**config.mk**
```make
export PLATFORM = sky130hd
export DESIGN_NAME = data_readout_serializer
export DESIGN_NICKNAME = d
export VERILOG_FILES = /design/src/logic/readout_pkg.sv /design/src/logic/data_readout_serializer.sv
export SDC_FILE = /design/constraint.sdc
export NUM_CORES = 1
export LEC_CHECK = 0
export BUFFER_PORTS_ARGS = -buffer_cell sky130_fd_sc_hd__buf_2
export CORE_AREA = 3 3 152 154
export DETAILED_ROUTE_END_ITERATION = 8
export DIE_AREA = 0 0 155 157
export PLACE_DENSITY = 0.77
export SLEW_MARGIN = 20
export SYNTH_ARGS = -nofsm -noshare
export SYNTH_HDL_FRONTEND = slang
export SYNTH_SLANG_ARGS = --single-unit
```
**constraint.sdc**
```tcl
create_clock -name aclk -period 2.29 [get_ports aclk]
set_input_delay 0.458 -clock aclk [delete_from_list [all_inputs] [get_ports aclk]]
set_output_delay 0.458 -clock aclk [all_outputs]
set_load 0.01 [all_outputs]
```
**src/logic/readout_pkg.sv**
```systemverilog
// Purpose: Shared constants for the data readout serializer.
// Assumes: 250 MHz aclk, 100 kHz base clock sampled as a synchronous input.
// Notes: Offsets are byte addresses on the AXI4-Lite register port.
//
// Behaviour
// - Emit a burst of exactly 25 gated pulses at each word slot start.
// - Cycle restart or word advance pulse lowers burst inhibit, opening the gate.
// - Five-stage counter counts gated pulses; at count 25 inhibit is raised.
// - Gated shift clock rests at one while bursts are inhibited.
// - Delayed gated clock is an inverted 2 us one-shot fired by each pulse.
// - Output register clock is gated clock ANDed with slots one to nine.
// - Store clocks are delayed clock ANDed with their slot terms.
// - Counter decodes counts 19 and 24; window enable is zero between them.
// - Capture the four velocity sign bits in slot ten; zero means negative.
// - Per channel give delayed clock, inverted serial stream, and extract enable; only the extract enable is per channel here, the other two are single lines.
// - Output register is 25 bits with parallel and serial loading.
// - Slot ten loads complemented first velocity word in parallel, no preset.
// - Serial input selects store by slot: 1,5,6 / 2 / 3 / 4,7,8,9.
// - Bits 25-28 carry the complemented word identity code from slot terms.
// - Bit 29 carries stored lock state per channel in its two slots.
// - All 30 bits are held complemented and inverted at the output.
// - Store one: 25 bits, velocity B, site ID, time label (label true).
// - Store one loads on label command, slot ten, or slot four with strobe.
// - Store one shifts in ones and its load forces both ones and zeros.
// - Stores two and three: 24 bits, shift in zeros, load only sets ones.
// - Ten-stage one-hot slot register: restart seeds, advance shifts, ten holds.
package readout_pkg;
    localparam int WORD_BITS = 25;
    localparam int SHORT_BITS = 24;
    localparam int SLOTS = 10;
    localparam int CHANNELS = 4;
    localparam logic [4:0] BURST_LEN = 5'h19;
    localparam logic [4:0] WINDOW_OPEN = 5'h13;
    localparam logic [4:0] WINDOW_CLOSE = 5'h18;
    localparam int CLK_PERIOD_NS = 4;
    localparam int ONESHOT_NS = 2000;
    localparam int ONESHOT_CYCLES = (ONESHOT_NS + CLK_PERIOD_NS - 1) / CLK_PERIOD_NS;
    localparam logic [9:0] ONESHOT_LOAD = 10'(ONESHOT_CYCLES);
    // Slot masks, bit n is slot n+1
    localparam logic [9:0] SLOTS_OUT = 10'h1FF;
    localparam logic [9:0] SLOTS_S1 = 10'h031;
    localparam logic [9:0] SLOTS_S2 = 10'h002;
    localparam logic [9:0] SLOTS_S3 = 10'h004;
    localparam logic [9:0] SLOTS_S4 = 10'h1C8;
    localparam logic [9:0] SLOTS_ID28 = 10'h2AA;
    localparam logic [9:0] SLOTS_ID27 = 10'h0CC;
    localparam logic [9:0] SLOTS_ID26 = 10'h0F0;
    localparam logic [9:0] SLOTS_ID25 = 10'h300;
    localparam logic [9:0] SLOTS_LOCK_A = 10'h240;
    localparam logic [9:0] SLOTS_LOCK_B = 10'h081;
    localparam logic [9:0] SLOTS_LOCK_C = 10'h102;
    localparam logic [9:0] SLOTS_LOCK_D = 10'h00C;
    localparam logic [9:0] SLOT_ONE = 10'h001;
    localparam logic [9:0] SLOT_TEN = 10'h200;
    // Register map
    localparam logic [7:0] CONTROL_OFFSET = 8'h00;
    localparam logic [7:0] STATUS_OFFSET = 8'h04;
    localparam logic [7:0] CHANNEL_OFFSET = 8'h08;
    localparam logic [7:0] WORD_OFFSET = 8'h0C;
    localparam logic CONTROL_RESET = 1'h1;
    localparam logic [1:0] RESP_OKAY = 2'h0;
    localparam logic [1:0] RESP_DECERR = 2'h3;
endpackage : readout_pkg
```
**src/logic/data_readout_serializer.sv**
```systemverilog
// Purpose: Serializes one readout word per word slot and drives it to telemetry.
// Assumes: All inputs synchronous to aclk; complemented data inputs stay stable while loaded.
// Notes: Gated clocks are modelled as levels plus internal edge events on aclk.
//
// Chosen here: the AXI4-Lite register port and the placing of the registers.
`default_nettype none
module data_readout_serializer (
    // Clock and reset
    input wire logic aclk,
    input wire logic aresetn,
    // AXI4-Lite register port
    input wire logic [7:0] awaddr,
    input wire logic [2:0] awprot,
    input wire logic awvalid,
    output logic awready,
    input wire logic [31:0] wdata,
    input wire logic [3:0] wstrb,
    input wire logic wvalid,
    output logic wready,
    output logic [1:0] bresp,
    output logic bvalid,
    input wire logic bready,
    input wire logic [7:0] araddr,
    input wire logic [2:0] arprot,
    input wire logic arvalid,
    output logic arready,
    output logic [31:0] rdata,
    output logic [1:0] rresp,
    output logic rvalid,
    input wire logic rready,
    // Timing inputs
    input wire logic base_clock,
    input wire logic cycle_restart_pulse,
    input wire logic word_advance_pulse,
    input wire logic time_label_load_cmd,
    input wire logic [3:0] site_id_strobe,
    // Data inputs, complemented unless noted
    input wire logic [24:0] velocity_a_n,
    input wire logic [24:0] velocity_b_n,
    input wire logic [23:0] velocity_c_n,
    input wire logic [23:0] velocity_d_n,
    input wire logic [99:0] site_id_n,
    input wire logic [24:0] time_label,
    input wire logic store_four_serial,
    input wire logic [3:0] velocity_sign_bit,
    input wire logic [3:0] full_lock_state,
    // Clock outputs
    output logic gated_shift_clock,
    output logic delayed_gated_clock,
    output logic output_shift_clock,
    output logic store_one_clock,
    output logic store_two_clock,
    output logic store_three_clock,
    output logic store_four_clock,
    // Control logic and telemetry outputs
    output logic range_extract_window,
    output logic serial_input_stream_n,
    output logic [3:0] channel_range_extract_enable,
    output logic [29:0] telemetry_word
);
    function automatic logic in_slots(input logic [9:0] slots, input logic [9:0] mask);
        in_slots = |(slots & mask);
    endfunction : in_slots
    logic [9:0] slot_reg, oneshot_reg;
    logic [4:0] count_reg;
    logic inhibit_reg, base_q_reg, base_qq_reg, window_reg, serial_n_reg, control_reg;
    logic [24:0] out_reg, store1_reg;
    logic [23:0] store2_reg, store3_reg;
    logic [3:0] sign_reg, lock_reg, enable_reg;
    logic [29:0] word_reg;
    // Event decode; burst opens on either sequencing pulse
    wire open_burst = (cycle_restart_pulse | word_advance_pulse) & control_reg;
    wire gated_rise = base_q_reg & ~base_qq_reg & ~inhibit_reg;
    wire oneshot_end = (oneshot_reg == 10'h001);
    wire out_shift = gated_rise & in_slots(slot_reg, readout_pkg::SLOTS_OUT);
    wire s1_shift = oneshot_end & in_slots(slot_reg, readout_pkg::SLOTS_S1);
    wire s2_shift = oneshot_end & in_slots(slot_reg, readout_pkg::SLOTS_S2);
    wire s3_shift = oneshot_end & in_slots(slot_reg, readout_pkg::SLOTS_S3);
    wire slot_ten = slot_reg[9];
    wire [3:0] sid_hit = site_id_strobe & {4{slot_reg[3]}};
    wire s1_load = time_label_load_cmd | slot_ten | (|sid_hit);
    wire window_low = (count_reg >= readout_pkg::WINDOW_OPEN) &&
                      (count_reg < readout_pkg::WINDOW_CLOSE);

    // Serial source select by slot, internal data is complemented
    wire ds = (in_slots(slot_reg, readout_pkg::SLOTS_S1) & store1_reg[0]) |
              (in_slots(slot_reg, readout_pkg::SLOTS_S2) & store2_reg[0]) |
              (in_slots(slot_reg, readout_pkg::SLOTS_S3) & store3_reg[0]) |
              (in_slots(slot_reg, readout_pkg::SLOTS_S4) & store_four_serial);

    // Store one load source; the time label is inverted to match the others
    logic [24:0] sid_sel;
    always_comb begin
        sid_sel = '0;
        for (int c = 0; c < readout_pkg::CHANNELS; c++) begin
            if (sid_hit[c]) begin
                sid_sel = site_id_n[c*25 +: 25];
            end
        end
    end
    wire [24:0] s1_data = time_label_load_cmd ? ~time_label :
                          (slot_ten ? velocity_b_n : sid_sel);

    // Word identity and lock bits, held complemented
    wire [3:0] id_bits = {in_slots(slot_reg, readout_pkg::SLOTS_ID28),
                          in_slots(slot_reg, readout_pkg::SLOTS_ID27),
                          in_slots(slot_reg, readout_pkg::SLOTS_ID26),
                          in_slots(slot_reg, readout_pkg::SLOTS_ID25)};
    wire lock_bit = (in_slots(slot_reg, readout_pkg::SLOTS_LOCK_A) & lock_reg[0]) |
                    (in_slots(slot_reg, readout_pkg::SLOTS_LOCK_B) & lock_reg[1]) |
                    (in_slots(slot_reg, readout_pkg::SLOTS_LOCK_C) & lock_reg[2]) |
                    (in_slots(slot_reg, readout_pkg::SLOTS_LOCK_D) & lock_reg[3]);

    // Clock lines; gated and delayed clocks idle high while inhibited, slot-gated clocks low outside their slots
    assign gated_shift_clock = inhibit_reg | base_q_reg;
    assign delayed_gated_clock = (oneshot_reg == 10'h000);
    assign output_shift_clock = gated_shift_clock & in_slots(slot_reg, readout_pkg::SLOTS_OUT);
    assign store_one_clock = delayed_gated_clock & in_slots(slot_reg, readout_pkg::SLOTS_S1);
    assign store_two_clock = delayed_gated_clock & in_slots(slot_reg, readout_pkg::SLOTS_S2);
    assign store_three_clock = delayed_gated_clock & in_slots(slot_reg, readout_pkg::SLOTS_S3);
    assign store_four_clock = delayed_gated_clock & in_slots(slot_reg, readout_pkg::SLOTS_S4);
    assign range_extract_window = window_reg;
    assign serial_input_stream_n = serial_n_reg;
    assign channel_range_extract_enable = enable_reg;
    assign telemetry_word = word_reg;

    // Word slot one-hot sequencer; slot ten holds until restart
    always_ff @(posedge aclk) begin
        if (!aresetn) begin
            slot_reg <= '0;
        end else if (cycle_restart_pulse) begin
            slot_reg <= readout_pkg::SLOT_ONE;
        end else if (word_advance_pulse && !slot_ten) begin
            slot_reg <= {slot_reg[8:0], 1'b0};
        end
    end

    // Base clock sampling and burst gate
    always_ff @(posedge aclk) begin
        if (!aresetn) begin
            base_q_reg <= 1'b1;
            base_qq_reg <= 1'b1;
            inhibit_reg <= 1'b1;
            count_reg <= '0;
        end else begin
            base_q_reg <= base_clock;
            base_qq_reg <= base_q_reg;
            if (open_burst) begin
                inhibit_reg <= 1'b0;
                count_reg <= '0;
            end else if (gated_rise) begin
                count_reg <= count_reg + 5'h01;
                inhibit_reg <= (count_reg + 5'h01 == readout_pkg::BURST_LEN);
            end
        end
    end

    // One-shot restarted by each gated pulse; its end is the store shift edge
    always_ff @(posedge aclk) begin
        if (!aresetn) begin
            oneshot_reg <= '0;
        end else if (gated_rise) begin
            oneshot_reg <= readout_pkg::ONESHOT_LOAD;
        end else if (oneshot_reg != 10'h000) begin
            oneshot_reg <= oneshot_reg - 10'h001;
        end
    end

    // Output register: parallel in slot ten, serial in slots one to nine
    always_ff @(posedge aclk) begin
        if (!aresetn) begin
            out_reg <= '0;
        end else if (slot_ten) begin
            out_reg <= velocity_a_n;
        end else if (out_shift) begin
            out_reg <= {ds, out_reg[24:1]};
        end
    end

    // Store one: load wins over shift so a moving time label is tracked
    always_ff @(posedge aclk) begin
        if (!aresetn) begin
            store1_reg <= '1;
        end else if (s1_load) begin
            store1_reg <= s1_data;
        end else if (s1_shift) begin
            store1_reg <= {1'b1, store1_reg[24:1]};
        end
    end

    // Stores two and three only set ones; the shift-out clears them
    always_ff @(posedge aclk) begin
        if (!aresetn) begin
            store2_reg <= '0;
            store3_reg <= '0;
        end else begin
            if (slot_ten) begin
                store2_reg <= store2_reg | velocity_c_n;
            end else if (s2_shift) begin
                store2_reg <= {1'b0, store2_reg[23:1]};
            end
            if (slot_ten) begin
                store3_reg <= store3_reg | velocity_d_n;
            end else if (s3_shift) begin
                store3_reg <= {1'b0, store3_reg[23:1]};
            end
        end
    end

    // Captured sign and lock state, window and telemetry outputs
    always_ff @(posedge aclk) begin
        if (!aresetn) begin
            sign_reg <= '0;
            lock_reg <= '0;
            window_reg <= 1'b1;
            serial_n_reg <= 1'b1;
            word_reg <= '1;
        end else begin
            if (slot_ten) begin
                sign_reg <= velocity_sign_bit;
            end
            if (cycle_restart_pulse) begin
                lock_reg <= full_lock_state;
            end
            window_reg <= ~window_low;
            serial_n_reg <= ~ds;
            word_reg <= ~{lock_bit, id_bits, out_reg};
        end
    end

    // Extract enables; range words of A, B, C, D sit in slots 7, 8, 9, 4
    localparam logic [39:0] CHAN_SLOT = {10'h008, 10'h100, 10'h080, 10'h040};
    for (genvar c = 0; c < 4; c++) begin : g_chan
        always_ff @(posedge aclk) begin
            if (!aresetn) begin
                enable_reg[c] <= 1'b0;
            end else begin
                enable_reg[c] <= in_slots(slot_reg, CHAN_SLOT[c*10 +: 10]) &
                                 ~sign_reg[c] & window_low;
            end
        end
    end

    // AXI4-Lite slave: address and data are taken in either order
    logic aw_held_reg, w_held_reg;
    logic [7:0] waddr_reg;
    logic [31:0] wdata_reg;
    logic [3:0] wstrb_reg;
    assign awready = ~aw_held_reg & ~bvalid;
    assign wready = ~w_held_reg & ~bvalid;
    assign arready = ~rvalid;
    wire write_go = aw_held_reg & w_held_reg & ~bvalid;
    wire wmapped = (waddr_reg == readout_pkg::CONTROL_OFFSET) ||
                   (waddr_reg == readout_pkg::STATUS_OFFSET) ||
                   (waddr_reg == readout_pkg::CHANNEL_OFFSET) ||
                   (waddr_reg == readout_pkg::WORD_OFFSET);
    wire [7:0] raddr = {araddr[7:2], 2'b00};
    wire rmapped = (raddr <= readout_pkg::WORD_OFFSET);
    wire [31:0] status_word = {15'h0000, window_reg, inhibit_reg, count_reg, slot_reg};
    wire [31:0] read_word = (raddr == readout_pkg::CONTROL_OFFSET) ? {31'h0, control_reg} :
                            (raddr == readout_pkg::STATUS_OFFSET) ? status_word :
                            (raddr == readout_pkg::CHANNEL_OFFSET) ?
                                {24'h000000, lock_reg, sign_reg} :
                            {2'b00, word_reg};

    // Write path; the response follows once both halves are held
    always_ff @(posedge aclk) begin
        if (!aresetn) begin
            aw_held_reg <= 1'b0;
            w_held_reg <= 1'b0;
            waddr_reg <= '0;
            wdata_reg <= '0;
            wstrb_reg <= '0;
            bvalid <= 1'b0;
            bresp <= readout_pkg::RESP_OKAY;
            control_reg <= readout_pkg::CONTROL_RESET;
        end else begin
            if (awvalid && awready) begin
                aw_held_reg <= 1'b1;
                waddr_reg <= {awaddr[7:2], 2'b00};
            end
            if (wvalid && wready) begin
                w_held_reg <= 1'b1;
                wdata_reg <= wdata;
                wstrb_reg <= wstrb;
            end
            if (write_go) begin
                aw_held_reg <= 1'b0;
                w_held_reg <= 1'b0;
                bvalid <= 1'b1;
                bresp <= wmapped ? readout_pkg::RESP_OKAY : readout_pkg::RESP_DECERR;
                if (waddr_reg == readout_pkg::CONTROL_OFFSET && wstrb_reg[0]) begin
                    control_reg <= wdata_reg[0];
                end
            end else if (bvalid && bready) begin
                bvalid <= 1'b0;
            end
        end
    end

    // Read path, one cycle after the address is taken
    always_ff @(posedge aclk) begin
        if (!aresetn) begin
            rvalid <= 1'b0;
            rdata <= '0;
            rresp <= readout_pkg::RESP_OKAY;
        end else if (arvalid && arready) begin
            rvalid <= 1'b1;
            rdata <= rmapped ? read_word : 32'h00000000;
            rresp <= rmapped ? readout_pkg::RESP_OKAY : readout_pkg::RESP_DECERR;
        end else if (rvalid && rready) begin
            rvalid <= 1'b0;
        end
    end
endmodule : data_readout_serializer
`default_nettype wire

```
==> results.tsv <==
metric	value	unit
status	complete, no violations	
dp_hpwl	23400	um
finalMaxSlewViolations	0	
first_pass_iters	5	
synth.avg_cell_area	8.37	um2
postCtsHoldBufs	0	
vdd_drop_max	0.446	mV
relSlewSlack	40.8	%
post-route-util	59.1	%
reg2reg_depth	4	
clock_sinks	215	
synth_seq_area_share	43.1	%
synth.top_cell.area_share	43.1	%
htree_num_levels	1	
finClkSkew	0.00632	ns
layout_commonest_cell	buf_2	
wl	32000	um
clock_path_buffers	3	
grt_pass1_wl	49200	um
start_util	45.8	%
antenna_found_initial	6	
die_area	0.0243	mm2
synth_edf_count	0	
maxCapViolations	0	
die_w	155	um
critPathArrivalTime	1.77	ns
drc	0	
netlist_area	0.0100	mm2
most-common-layout-cells	340 x buf_2, 212 x dfxtp_1, 169 x nand2_1	
pin_count	389	
grt_start_max_net_pins	68	
synthArstFlopShare	0	%
period_share	97.5	%
finalPower	9.40	mW
synth-seq-cells	215	
gp_congestion	0.882	
grt_remaining_overflow	0	
post_drt_wl_per_cell	17.7	um
p_per_area	728	mW/mm2
finalHoldViolCount	0	
rsz0062_at_grt	true	
setup_viol	0	
endpoint_kind	output port	
synth_cells	1195	
ys.flop_type	dfxtp_1	
fin_setup_tns	0	ns
clk_pin_slew	0.06	ns
post_drt_via_cell_ratio	5.70	
p_leak	5.48	nW
core-area	0.0218	mm2
path_max_fanout	4	
finalWorstSetupSlack	0.0576	ns
drt_iter0_markers	732	
area_growth_syn_to_layout	29.0	%
final_nets	1822	
critPathRequiredTime	1.83	ns
path_class	reg2out	
critPathLaunchType	flop	
numCtsBuffers	23	
num_vias	10300	
drive_gt1_share	30.0	%
yosysTopAreaCell	dfxtp_1	
worst_hold_path_type	in2reg	
yosys_warnings	0	
fmax	448	MHz
clkLatencyLatePin	0.51	ns
hold_depth	2	
synth.area.top_cells	dfxtp_1 43%, nand2_1 6.3%, a21oi_1 5.7%	
fin_crit	2.23	ns
portBuffers	342	
synth_cell_types	61	
cts-root-buf	clkbuf_16	
grt_use_total	24.5	%
hold_ws	0.139	ns
num_rows	54	
tightest_slew	0.889	ns
cts_tree	yes	
die_h	157	um
dp_worst_setup_slack	0.239	ns
grt_pass1_vias	9514	
ant_nets	0	
## routing by layer
layer	track usage, %	vias up	part of all wire [%]
met4	7.19	6	2.3
met1	32.3	4800	41
met2	41.0	466	48
met3	4.65	59	8.4
li1	-	4988	-
met5	0	-	0.12
## Yosys cell counts, drive strengths merged (5+ instances only)
cell type / number
a211oi: 57
ha: 5
a22oi: 14
a21oi: 113
mux2i: 27
o21ai: 67
nor2b: 9
a21o: 18
xnor2: 5
nor3: 8
nor2: 102
inv: 19
a32oi: 28
nand4: 5
clkbuf: 70
or3: 10
o221ai: 25
a31oi: 6
o31a: 23
nand3b: 26
nand2b: 31
nor3b: 10
nor4: 6
nand2: 169
and3: 8
buf: 36
dfxtp: 215
a221o: 22
nand3: 16
## per-stage QoR
| step | instances | area [um2] |
|---|---|---|
| 2_1_floorplan | 1196 | 10000 |
| 5_1_grt | 1810 | 12900 |
| 3_5_place_dp | 1758 | 12000 |
| 3_3_place_gp | 1758 | 12000 |
| 6_report | 1810 | 12900 |
| 4_1_cts | 1799 | 12800 |
## cells by family after synthesis
family          synth area share, %
simple gates                   20.0
other cells                  0.0375
buf+inv                        5.31
mux                            3.04
compound gates                 27.3
flops                          43.1
xor+xnor                      0.613
fa+ha+maj                     0.626
## critical path, cell delays in order, from the launching register on
cell     delay (ns)
dfxtp_4        0.35
inv_4          0.07
ha_4           0.13
nor3b_4        0.21
nand3_2        0.18
inv_4          0.11
and2_4         0.14
buf_6          0.09
## area by class of cell
cell class                 count  area (um2)
timing repair buffer         397        2200
fill                        1949        8920
clock inverter                10         111
antenna                        3        7.51
clock buffer                  30         622
sequential                   215        4320
tap                          280         350
inverter                      20        85.1
multi-input combinational    855        5210
## worst paths after layout
check                 startpoint                 to  slack, ns
hold reg to reg       out_reg[0]  telemetry_word[0]       0.38
hold / removal        base_clock         base_q_reg       0.14
setup / recovery  oneshot_reg[0]  store_three_clock       0.06
setup reg to reg     slot_reg[3]     store1_reg[16]       0.27
## power breakdown
part | total (mW) | switching [mW] | internal, mW
combinational | 1.68 | 0.858 | 0.822
sequential | 4.09 | 0.175 | 3.91
clock | 3.63 | 1.49 | 2.14
total | 9.40 | 2.52 | 6.88
## repair_timing
item,in CTS,in global routing
pin swaps,2,3
hold endpoints to repair,0,0
resized for setup,6,12
gates cloned,0,0
setup buffers,1,8
endpoints found under the setup margin,5,6
Power figures use the tool's default switching activity.
